$ cat src/verilog/tpdc_pkg.sv
// Purpose: Shared constants and types for the dual PWM and capture timer.
// Assumes: One clock, synchronous active-high reset.
// Notes: Mode codes and the interrupt source encodings are local choices.
package tpdc_pkg;
   localparam logic [15:0] TPDC_RELOAD_START = 16'h0001;
   localparam logic [15:0] TPDC_COUNT_RESET  = 16'h0000;
   localparam logic [7:0]  TPDC_DEAD_MAX     = 8'h80;
   localparam logic [7:0]  TPDC_PRESCALE_RST = 8'h00;

   typedef enum logic [1:0] {
      TPDC_MODE_PWM_SINGLE,
      TPDC_MODE_PWM_DUAL,
      TPDC_MODE_CAPTURE,
      TPDC_MODE_IDLE
   } tpdc_mode_type;

   typedef enum logic [1:0] {
      TPDC_IRQ_BOTH,
      TPDC_IRQ_BOTH_ALT,
      TPDC_IRQ_CAPTURE_ONLY,
      TPDC_IRQ_RELOAD_ONLY
   } tpdc_isrc_type;

   typedef struct packed {
      logic          enable;
      logic [1:0]    mode_field;
      logic          mode_select_upper_bit;
      logic          output_polarity_edge_select;
      logic [2:0]    prescale_sel;
      tpdc_isrc_type interrupt_source_config;
      logic [7:0]    deadband;
   } tpdc_ctrl_type;

   typedef struct packed {
      logic        load;
      logic [15:0] value;
   } tpdc_load_type;
endpackage : tpdc_pkg

$ cat src/verilog/tpdc_timer.sv
// Purpose: 16-bit up timer with single and dual PWM output and input capture.
// Assumes: Settings change only while the timer is disabled.
// Notes: Prescale is 2 to the power of the prescale select.
`timescale 1ns/1ps
`default_nettype none

//
// Contract
// RULE1: PWM counts up, toggles output at match.
// RULE2: PWM reload raises interrupt, count restarts 0001h.
// RULE3: Polarity one starts high, low at match.
// RULE4: Polarity zero starts low, high at match.
// RULE5: Software start count used only first pass.
// RULE6: Software keeps reload above PWM match value.
// RULE7: Counter advances on prescaled system clock.
// RULE8: Dual mode drives complement of primary output.
// RULE9: Dual mode delays rising edges by deadband.
// RULE10: Software keeps deadband shorter than both phases.
// RULE11: Dual mode needs mode field and upper bit.
// RULE12: Dual mode turns input pin into complement.
// RULE13: Capture copies count into PWM registers.
// RULE14: Capture raises interrupt, counter keeps running.
// RULE15: Capture interrupt sets capture event flag.
// RULE16: Capture reload raises interrupt without count reset.
// RULE17: Capture reload interrupt clears capture event flag.
// RULE18: Source config limits capture interrupt sources.
// RULE19: Software clears PWM registers before capture.
// RULE20: Software disables timer before changing settings.
// RULE21: Capture counter wraps from all ones to zero.
module tpdc_timer (
   // Clock and reset.
   input  wire logic                    CLK,
   input  wire logic                    RST,
   // Configuration.
   input  wire tpdc_pkg::tpdc_ctrl_type CTRL,
   input  wire tpdc_pkg::tpdc_load_type COUNT_LOAD,
   input  wire tpdc_pkg::tpdc_load_type PWM_LOAD,
   input  wire logic [15:0]             RELOAD,
   // Status.
   output logic [15:0]                  COUNT,
   output logic [15:0]                  PWM_VALUE,
   output logic                         CAPTURE_EVENT_FLAG,
   output logic                         IRQ,
   // Pins.
   input  wire logic                    TIMER_IN_PIN,
   output logic                         TIMER_OUT,
   output logic                         TIMER_OUT_OE,
   output logic                         TIMER_OUT_N,
   output logic                         TIMER_OUT_N_OE
);
   import tpdc_pkg::*;

   logic [1:0]  in_sync;
   logic        in_prev;
   logic [7:0]  pre_cnt;
   logic [15:0] count;
   logic [15:0] pwm_value;
   logic        pwm_level;
   logic        cap_flag;
   logic        irq;
   logic [7:0]  dead_p;
   logic [7:0]  dead_n;
   logic        out_p;
   logic        out_n;
   logic [7:0]  next_pre_cnt;
   logic [15:0] next_count;
   logic [15:0] next_pwm_value;
   logic        next_pwm_level;
   logic        next_cap_flag;
   logic        next_irq;
   logic [7:0]  next_dead_p;
   logic [7:0]  next_dead_n;
   logic        next_out_p;
   logic        next_out_n;

   tpdc_mode_type mode;
   logic          tick;
   logic          in_edge;
   logic          pwm_mode;
   logic          dual;

   function automatic tpdc_mode_type decode_mode(input logic [1:0] f, input logic hi);
      if (f == 2'b11 && hi) begin
         decode_mode = TPDC_MODE_PWM_DUAL;
      end else if (f == 2'b11) begin
         decode_mode = TPDC_MODE_PWM_SINGLE;
      end else if (f == 2'b01) begin
         decode_mode = TPDC_MODE_CAPTURE;
      end else begin
         decode_mode = TPDC_MODE_IDLE;
      end
   endfunction : decode_mode

   // Deadband step: hold low until the delay expires, drop at once.
   function automatic logic [8:0] dead_step(input logic want, input logic cur,
                                            input logic [7:0] cnt, input logic [7:0] dly);
      if (!want) begin
         dead_step = {1'b0, 8'h00};
      end else if (cur) begin
         dead_step = {1'b1, cnt};
      end else if (cnt >= dly) begin
         dead_step = {1'b1, 8'h00};
      end else begin
         dead_step = {1'b0, cnt + 8'h01};
      end
   endfunction : dead_step

   // RULE11: mode from both fields.
   assign mode     = decode_mode(CTRL.mode_field, CTRL.mode_select_upper_bit);
   assign pwm_mode = (mode == TPDC_MODE_PWM_SINGLE) || (mode == TPDC_MODE_PWM_DUAL);
   assign dual     = (mode == TPDC_MODE_PWM_DUAL);
   // RULE7: prescaled counting tick.
   assign tick     = CTRL.enable &&
                     ((pre_cnt & ((8'h01 << CTRL.prescale_sel) - 8'h01)) ==
                      ((8'h01 << CTRL.prescale_sel) - 8'h01));
   // RULE13: edge chosen by polarity.
   assign in_edge  = CTRL.output_polarity_edge_select ? (in_sync[1] && !in_prev)
                                                      : (!in_sync[1] && in_prev);

   always_comb begin
      logic [8:0] sp;
      logic [8:0] sn;
      sp = 9'h000;
      sn = 9'h000;
      next_pre_cnt   = CTRL.enable ? pre_cnt + 8'h01 : TPDC_PRESCALE_RST;
      next_count     = count;
      next_pwm_value = pwm_value;
      next_pwm_level = pwm_level;
      next_cap_flag  = cap_flag;
      next_irq       = 1'b0;
      if (COUNT_LOAD.load) begin
         next_count = COUNT_LOAD.value;
      end
      if (PWM_LOAD.load) begin
         next_pwm_value = PWM_LOAD.value;
      end
      if (!CTRL.enable) begin
         // RULE3: idle level follows polarity.
         // RULE4: idle level follows polarity.
         next_pwm_level = CTRL.output_polarity_edge_select;
      end else if (pwm_mode && tick) begin
         if (count == RELOAD) begin
            // RULE2: reload restarts at 0001h.
            // RULE5: later passes start at 0001h.
            next_count     = TPDC_RELOAD_START;
            next_irq       = 1'b1;
            next_pwm_level = CTRL.output_polarity_edge_select;
         end else begin
            next_count = count + 16'h0001;
            // RULE1: toggle on match.
            if (count == pwm_value) begin
               next_pwm_level = !pwm_level;
            end
         end
      end else if (mode == TPDC_MODE_CAPTURE) begin
         if (tick) begin
            // RULE21: natural 16-bit wrap.
            next_count = count + 16'h0001;
         end
         if (in_edge) begin
            // RULE13: capture the count.
            // RULE14: no counter reset.
            // RULE15: set capture flag.
            next_pwm_value = count;
            next_cap_flag  = 1'b1;
            next_irq       = (CTRL.interrupt_source_config != TPDC_IRQ_RELOAD_ONLY);
         end else if (tick && count == RELOAD) begin
            // RULE16: reload interrupt, no reset.
            // RULE17: clear capture flag.
            // RULE18: source filter.
            next_cap_flag = 1'b0;
            next_irq      = (CTRL.interrupt_source_config != TPDC_IRQ_CAPTURE_ONLY);
         end
      end
      // RULE8: complement in dual mode.
      // RULE9: delayed rising edges.
      sp = dead_step(next_pwm_level, out_p, dead_p, CTRL.deadband);
      sn = dead_step(!next_pwm_level && dual, out_n, dead_n, CTRL.deadband);
      next_out_p  = dual ? sp[8] : next_pwm_level;
      next_dead_p = dual ? sp[7:0] : 8'h00;
      next_out_n  = sn[8];
      next_dead_n = sn[7:0];
   end

   always_ff @(posedge CLK) begin
      if (RST) begin
         in_sync   <= 2'b00;
         in_prev   <= 1'b0;
         pre_cnt   <= TPDC_PRESCALE_RST;
         count     <= TPDC_COUNT_RESET;
         pwm_value <= TPDC_COUNT_RESET;
         pwm_level <= 1'b0;
         cap_flag  <= 1'b0;
         irq       <= 1'b0;
         dead_p    <= 8'h00;
         dead_n    <= 8'h00;
         out_p     <= 1'b0;
         out_n     <= 1'b0;
      end else begin
         in_sync   <= {in_sync[0], TIMER_IN_PIN};
         in_prev   <= in_sync[1];
         pre_cnt   <= next_pre_cnt;
         count     <= next_count;
         pwm_value <= next_pwm_value;
         pwm_level <= next_pwm_level;
         cap_flag  <= next_cap_flag;
         irq       <= next_irq;
         dead_p    <= next_dead_p;
         dead_n    <= next_dead_n;
         out_p     <= next_out_p;
         out_n     <= next_out_n;
      end
   end

   assign COUNT              = count;
   assign PWM_VALUE          = pwm_value;
   assign CAPTURE_EVENT_FLAG = cap_flag;
   assign IRQ                = irq;
   assign TIMER_OUT          = out_p;
   assign TIMER_OUT_OE       = pwm_mode;
   assign TIMER_OUT_N        = out_n;
   // RULE12: pin becomes complement output.
   assign TIMER_OUT_N_OE     = dual;

   // RULE2: reload restarts count.
   reload_restart_a: assert property (@(posedge CLK) disable iff (RST) // RULE2
      (CTRL.enable && pwm_mode && tick && count == RELOAD && !COUNT_LOAD.load)
      |=> (count == TPDC_RELOAD_START) && irq)
      else $error("PWM reload did not restart at one.");
   // RULE1: match toggles level.
   match_toggle_a: assert property (@(posedge CLK) disable iff (RST) // RULE1
      (CTRL.enable && pwm_mode && tick && count == pwm_value && count != RELOAD)
      |=> pwm_level != $past(pwm_level))
      else $error("PWM level did not toggle at match.");
   // RULE3: reload level polarity.
   reload_level_a: assert property (@(posedge CLK) disable iff (RST) // RULE3
      (CTRL.enable && pwm_mode && tick && count == RELOAD)
      |=> pwm_level == $past(CTRL.output_polarity_edge_select))
      else $error("PWM level wrong after reload.");
   // RULE4: disabled level polarity.
   idle_level_a: assert property (@(posedge CLK) disable iff (RST) // RULE4
      !CTRL.enable |=> pwm_level == $past(CTRL.output_polarity_edge_select))
      else $error("Idle level does not follow polarity.");
   // RULE8: outputs never both high.
   no_overlap_a: assert property (@(posedge CLK) disable iff (RST) // RULE8
      dual |-> !(out_p && out_n))
      else $error("Both dual outputs high.");
   // RULE9: falling edge immediate.
   fall_fast_a: assert property (@(posedge CLK) disable iff (RST) // RULE9
      (dual && out_p && !next_pwm_level) |=> !out_p)
      else $error("Falling edge was delayed.");
   // RULE13: capture stores count.
   capture_store_a: assert property (@(posedge CLK) disable iff (RST) // RULE13
      (CTRL.enable && mode == TPDC_MODE_CAPTURE && in_edge && !PWM_LOAD.load)
      |=> pwm_value == $past(count) && cap_flag)
      else $error("Capture did not store the count.");
   // RULE16: capture reload no reset.
   cap_reload_a: assert property (@(posedge CLK) disable iff (RST) // RULE16
      (mode == TPDC_MODE_CAPTURE && tick && !in_edge && count == RELOAD && !COUNT_LOAD.load)
      |=> count == $past(count) + 16'h0001 && !cap_flag)
      else $error("Capture reload reset the count.");
endmodule : tpdc_timer

`default_nettype wire

$ cat config.mk
export PLATFORM = sky130hd
export DESIGN_NAME = tpdc_timer
export DESIGN_NICKNAME = d
export VERILOG_FILES = /design/src/verilog/tpdc_pkg.sv /design/src/verilog/tpdc_timer.sv
export SDC_FILE = /design/constraint.sdc
export NUM_CORES = 1
export LEC_CHECK = 0
export BUFFER_PORTS_ARGS = -buffer_cell sky130_fd_sc_hd__buf_2
export CAP_MARGIN = 10
export CORE_MARGIN = 8
export CORE_UTILIZATION = 45
export CTS_CLUSTER_SIZE = 24
export DETAILED_ROUTE_END_ITERATION = 8
export HOLD_SLACK_MARGIN = 0.06
export PLACE_DENSITY = 0.7
export SETUP_SLACK_MARGIN = 0.4
export SLEW_MARGIN = 20
export SYNTH_ARGS = -nofsm -noshare
export SYNTH_HDL_FRONTEND = slang
export SYNTH_SLANG_ARGS = --single-unit
$ cat constraint.sdc
create_clock -name CLK -period 4.58 [get_ports CLK]
set_input_delay 0.458 -clock CLK [delete_from_list [all_inputs] [get_ports CLK]]
set_output_delay 0.458 -clock CLK [all_outputs]
set_load 0.03 [all_outputs]
==> run_results.csv, run 1 <==
group,metric,value,unit
finish,area_delta_synth_final,17.8,%
worst_setup_path,rr_worst_depth,6,
min_path,hold_path_class,"in -> reg",
worst_setup_path,slowest_delay,590,ps
synth,async_flop_share,0,%
timing,whs,306,ps
synth,yosys.area_share.simple,21.5,%
worst_setup_path,crit_top_cell,"xnor2_1",
detailed_routing,drt-initial-drc-count,202,
worst_setup_path,cp.arrival,2680,ps
floorplan,core_area,9060,µm²
cts,cts_tree,"built",
synth,synth_top_family_by_area,"simple AND/OR/NAND/NOR gates",
min_path,min_path_cells,3,
timing,fin_worst_skew,11.0,ps
finish,ff_latch_area,1260,µm²
detailed_routing,vias,3889,
timing,max_freq,412,MHz
worst_setup_path,end_kind,"flop",
synth,synth-edff-count,0,
timing,max_slew.worst_pin.slew,752,ps
cts,cts.path.max_buffers,2,
synth,yosys_most_used_dff,"dfxtp_1",
cts,cts_hold_buf,0,
cts,clk_pin_slew_worst_paths,80,ps
worst_setup_path,cp_slowest_cell,"dfxtp_1",
floorplan,initial_utilization,45.6,%
worst_setup_path,required,4840,ps
flow_run,drv_cap,0,
floorplan,rows,35,
worst_setup_path,crit_chain,"xnor2_1, nand4_1, nor4_2, xnor2_1, or3_1, a221oi_2",
power_and_ir_drop,power.leakage,2.07,nW
cts,cts_resized,0,
floorplan,ioPinCount,109,
worst_setup_path,criticalPathCategory,"reg -> reg",
outcome,status,"completed",
worst_setup_path,cp_max_fo,11,
timing,tns,0,ps
place,gp_congestion,0.829,
finish,layout.nets,673,
synth,yosys_warnings,0,
finish,fillerInstances,818,
floorplan,die_h,112,µm
finish,multiInputGateArea,2610,µm²
global_routing,grt_max_degree,34,
cts,htree_levels,3,
cts,clk_latency,350,ps
timing,setup_viol,0,
synth,synth_nets,587,
synth,syn_avg_cell_area,8.34,µm²
worst_setup_path,critPathLaunchType,"flop",
global_routing,antenna_found_initial,0,
detailed_routing,wl,11300,µm
detailed_routing,remaining_drc_errors,0,
detailed_routing,via_per_inst,5.57,
cts,numCtsBuffers,9,
synth,synth-xor-area-share,9.47,%
worst_setup_path,r2r_setup_slack,2150,ps
cts,cts_setup_buffers,0,
synth,synth_compound_area_share,21.4,%
timing,relSlewSlack,49.6,%
finish,drive_gt1_share,25.4,%
detailed_routing,dr.pass1.iters,5,
synth,syn_area,4140,µm²
synth,ys_seq_area_share,30.5,%
timing,hold_viol_final,0,
synth,synth_mux_area_share,4.60,%
timing,grt_setup_unrepaired,"false",
detailed_routing,ant_nets,0,
global_routing,track_usage,18.2,%
place,io_buffer_count,108,
power_and_ir_drop,powerDensity,288,nW/µm²
floorplan,die-area,12500,µm²
detailed_routing,wl_per_cell,16.2,µm
floorplan,dieWidth,112,µm
timing,period_needed,2430,ps
timing,finalMaxSlewViolations,0,
finish,diodes,0,
cts,clock_sinks,63,
synth,ys_ff_latch,63,
timing,period_share,53.0,%
cts,cts-root-buf,"clkbuf_8",
global_routing,first_global_vias,3879,
synth,synthAdderAreaFrac,6.05,%
global_routing,grt_pass1_wl,18800,µm
place,dp_hpwl,8660,µm
global_routing,grt_overflow,0,
power_and_ir_drop,ir_drop,0.000141,V
synth,synth_cells,496,
synth,ys_types,55,
==> worst paths after layout <==
check / to / from
max: TIMER_OUT$_SDFF_PP0_ / COUNT[10]$_SDFF_PP0_
min: COUNT[14]$_SDFF_PP0_ / COUNT_LOAD[14]
max reg2reg: TIMER_OUT$_SDFF_PP0_ / COUNT[10]$_SDFF_PP0_
min reg2reg: in_sync[1]$_SDFF_PP0_ / in_sync[0]$_SDFF_PP0_
==> flip-flops by register name, indices dropped and copies added, names as in the netlist, 2 cells and up <==
register and cells:
in_sync 2, dead_n 8, COUNT 16, dead_p 8, pre_cnt 7, PWM_VALUE 16
==> critical path, delay by kind of cell, from the launching register on <==
kind / cells / cell delay [ps]
simple gates: 3 / 1080
flops: 1 / 590
xor+xnor: 2 / 320
compound gates: 1 / 330
==> Yosys cell counts, types with 3 or more instances <==
| library cell | number | area share (%) |
|---|---|---|
| dfxtp_1 | 63 | 30 |
| nor2_1 | 51 | 4.6 |
| xnor2_1 | 36 | 7.6 |
| a21oi_1 | 31 | 3.8 |
| nand2_1 | 27 | 2.5 |
| nand3_1 | 22 | 2.7 |
| inv_1 | 21 | 1.9 |
| ha_1 | 20 | 6.0 |
| mux2i_1 | 19 | 4.6 |
| nand2b_1 | 17 | 2.6 |
| a22oi_1 | 15 | 2.7 |
| a211oi_1 | 14 | 2.5 |
| clkbuf_1 | 14 | 1.3 |
| nand4_1 | 13 | 2.0 |
| buf_2 | 12 | 1.5 |
| nor3_1 | 11 | 1.3 |
| o21ai_0 | 11 | 1.3 |
| and2_1 | 9 | 1.4 |
| a211oi_2 | 7 | 2.1 |
| and3_1 | 7 | 1.1 |
| o22ai_1 | 6 | 0.91 |
| nor4_1 | 5 | 0.76 |
| o21a_1 | 5 | 0.91 |
| xor2_1 | 5 | 1.1 |
| buf_6 | 4 | 1.1 |
| nor2b_1 | 4 | 0.60 |
| o21ai_1 | 4 | 0.48 |
| buf_1 | 3 | 0.27 |
| buf_4 | 3 | 0.54 |
==> routing by layer <==
layer  wire [µm]  part of all wire [%]  track usage (%)  vias to the layer above
met5           0                     0                0                        -
li1            -                     -                -                     1936
met1        5040                    45             23.1                     1820
met2        5430                    48             29.6                      120
met3         648                   5.7             4.00                       13
met4         164                   1.5             6.11                        0
==> layout make-up <==
class,count,share of cell area [%]
multi-input combinational,376,53.5
sequential,63,25.9
timing repair buffer,111,11.6
clock buffer,13,3.26
tap,111,2.85
inverter,21,1.62
clock inverter,3,1.34
==> cell usage in the layout (no fill, tap or decap), types with 4 or more instances in the layout <==
cell type  netlist  layout
buf_2           12     108
dfxtp_1         63      63
nor2_1          51      51
xnor2_1         36      36
a21oi_1         31      31
nand2_1         27      27
nand3_1         22      22
inv_1           21      21
ha_1            20      20
mux2i_1         19      19
nand2b_1        17      17
a22oi_1         15      15
a211oi_1        14      14
nand4_1         13      13
nor3_1          11      11
o21ai_0         11      11
clkbuf_8         0      11
and2_1           9       9
a211oi_2         7       7
and3_1           7       6
o22ai_1          6       6
o21a_1           5       5
nor4_1           5       5
xor2_1           5       5
o21ai_1          4       4
nor2b_1          4       4
==> where the power goes <==
group / internal [mW] / switching, mW / total (mW) / leakage [nW]
Clock: 0.336 / 0.219 / 0.555 / 0.114
Sequential: 0.569 / 0.0396 / 0.608 / 0.515
Combinational: 0.101 / 0.138 / 0.240 / 1.44
==> cells by family (layout without fill, tap and decap cells) <==
logic type	Yosys count	after routing
AND/OR/NAND/NOR	176	176
AO/OA/AOI/OAI	118	118
flip-flops	63	63
buffers and inverters	57	148
XOR/XNOR	43	43
adder cells (fa/ha/maj)	20	20
multiplexers	19	19
==> through the flow <==
| step | total power, mW | setup WS [ps] | cell area [µm²] | util [%] | cells |
|---|---|---|---|---|---|
| 3_5_place_dp | 0.860 | 2130 | 4650 | 51.3 | 682 |
| 6_report | 1.40 | 2150 | 4870 | 53.7 | 698 |
| 4_1_cts | 1.41 | 2150 | 4870 | 53.7 | 698 |
| 2_1_floorplan | 0.780 | 2280 | 4140 | - | 496 |
| 5_1_grt | 1.46 | 1930 | 4870 | 53.7 | 698 |
| 3_3_place_gp | 0.856 | 2170 | 4650 | 51.3 | 682 |
(Power assumes the default switching activity.)
==> inputs of run 2 (changes only) <==
==> constraint.sdc (replaced) <==
create_clock -name CLK -period 2.26 [get_ports CLK]
set_input_delay 0.226 -clock CLK [delete_from_list [all_inputs] [get_ports CLK]]
set_output_delay 0.226 -clock CLK [all_outputs]
set_load 0.03 [all_outputs]
==> run 2 against run 1 <==
  * Utilization is 12 points higher
  * Design area is 22% higher
  * Critical path depth unchanged
  * Flip-flop and latch count stayed put
==> run_results.csv, run 2 (same netlist as run 1, synthesis figures left out) <==
group,metric,value,unit
outcome,status,"completed",
detailed_routing,drt-met1-wl,5430,µm
floorplan,die_h,112,µm
place,gp_congestion,0.874,
global_routing,grt_overflow,0,
detailed_routing,vias,4307,
global_routing,antenna_found_initial,0,
worst_setup_path,required,2520,ps
cts,clk_pin_slew_worst_paths,70,ps
worst_setup_path,critPathLaunchType,"flop",
finish,diodes,0,
floorplan,ioPinCount,109,
finish,drive_gt1_share,46.1,%
floorplan,initial_utilization,45.6,%
worst_setup_path,cp.arrival,2220,ps
finish,layout_common_cells,"108 x buf_2, 51 x nor2_1, 39 x buf_4",
flow_run,drv_cap,0,
detailed_routing,met2WireLength,6880,µm
finish,area_delta_synth_final,43.2,%
worst_setup_path,timing.rr.start,"COUNT[3]$_SDFF_PP0_",
cts,cts_tree,"built",
power_and_ir_drop,power.leakage,2.51,nW
timing,tns,0,ps
finish,final_cells,759,
detailed_routing,ant_nets,0,
worst_setup_path,cp_max_fo,9,
place,dp_hpwl,9310,µm
timing,max_slew.worst_pin.slew,567,ps
min_path,hold_path_class,"in -> reg",
cts,clk_latency,340,ps
floorplan,core_area,9060,µm²
worst_setup_path,criticalPathCategory,"reg -> reg",
timing,grt_setup_unrepaired,"true",
finish,final_common_cell,"buf_2",
place,dp_slack,58.5,ps
cts,cts_hold_buf,0,
floorplan,rows,35,
detailed_routing,via_per_inst,5.67,
min_path,min_from,"COUNT_LOAD[14]",
cts,htree_levels,3,
power_and_ir_drop,powerDensity,475,nW/µm²
timing,fin_worst_skew,8.61,ps
floorplan,die-area,12500,µm²
timing,hold_viol_final,0,
detailed_routing,top_layer_used,"met4",
power_and_ir_drop,power,2.81,mW
timing,period_share,86.8,%
power_and_ir_drop,ir_drop,0.000242,V
floorplan,dieWidth,112,µm
cts,clock_sinks,63,
finish,fillerInstances,728,
worst_setup_path,crit_path_start,"COUNT[3]$_SDFF_PP0_",
detailed_routing,drt-initial-drc-count,262,
detailed_routing,wl_met3,1020,µm
finish,layout.nets,734,
detailed_routing,remaining_drc_errors,0,
detailed_routing,wl_per_cell,18.1,µm
timing,max_freq,510,MHz
timing,setup_ws,298,ps
timing,setup_viol,0,
detailed_routing,dr.pass1.iters,4,
global_routing,track_usage,21.1,%
global_routing,first_global_vias,4362,
detailed_routing,wl,13700,µm
cts,cts-root-buf,"clkbuf_8",
cts,numCtsBuffers,9,
cts,cts.path.max_buffers,2,
global_routing,grt_max_degree,34,
timing,finalMaxSlewViolations,0,
place,io_buffer_count,108,
timing,period_needed,1960,ps
global_routing,grt_pass1_wl,21400,µm
place,dp_cells,704,
worst_setup_path,end_kind,"flop",
timing,relSlewSlack,62.0,%
[run 2: changes by cell type in the layout (fill, tap and decap cells not counted), sizes merged]
cell    change
buf        +57
clkbuf      -1
o21ai       +1
nand2       +1
inv         +1
clkinv      +1
bufinv      -1
and2        +1
or3         +1
[run 2: what timing repair did]
item,in CTS,in global routing
gates cloned,6,3
buffers inserted,24,6
setup endpoints to repair,33,42
pin swaps,36,31
gates resized for setup,69,53
endpoints found under the hold margin,0,0
[run 2: through the flow]
stage | util (%) | hold WS [ps] | cell area (µm²)
2_1_floorplan | - | 335 | 4250
3_5_place_dp | 53.9 | 428 | 4890
6_report | 65.3 | 78.8 | 5920
5_1_grt | 65.3 | 91.4 | 5920
4_1_cts | 61.7 | 67.0 | 5590
3_3_place_gp | 53.9 | 436 | 4890
[run 2: final cells by class]
type / instances / area (µm²) / share of cell area [%]
clock inverters: 4 / 46.3 / 0.782
clock buffers: 12 / 135 / 2.28
well taps: 111 / 139 / 2.34
flip-flops and latches: 63 / 1340 / 22.6
repair buffers: 168 / 1090 / 18.4
inverters: 21 / 78.8 / 1.33
multi-input cells: 380 / 3100 / 52.3
[run 2: where the power goes]
group	internal, mW	leakage [nW]	switching [mW]
registers	1.15	0.532	0.0761
logic	0.296	1.88	0.353
clock network	0.508	0.0947	0.432
[run 2: worst max-delay path, stage by stage, from the launching register on]
cell and delay (ps):
dfxtp_4 390, xnor2_1 190, nand4_1 160, nor4_4 340, xnor2_2 130, or3_4 400
a221oi_2 260
[run 2: routing by layer]
metal	vias up	global-route usage (%)
met5	-	0
met2	190	36.3
li1	2064	-
met1	2026	24.3
met4	0	9.02
met3	27	5.09
[run 2: path summary, 6_finish.rpt]
kind | to | slack [ps] | cells past startpoint
max reg2reg | TIMER_OUT$_SDFF_PP0_ | 300 | 6
max | TIMER_OUT$_SDFF_PP0_ | 300 | 6
min reg2reg | in_sync[1]$_SDFF_PP0_ | 470 | 1
min | COUNT[14]$_SDFF_PP0_ | 80 | 3
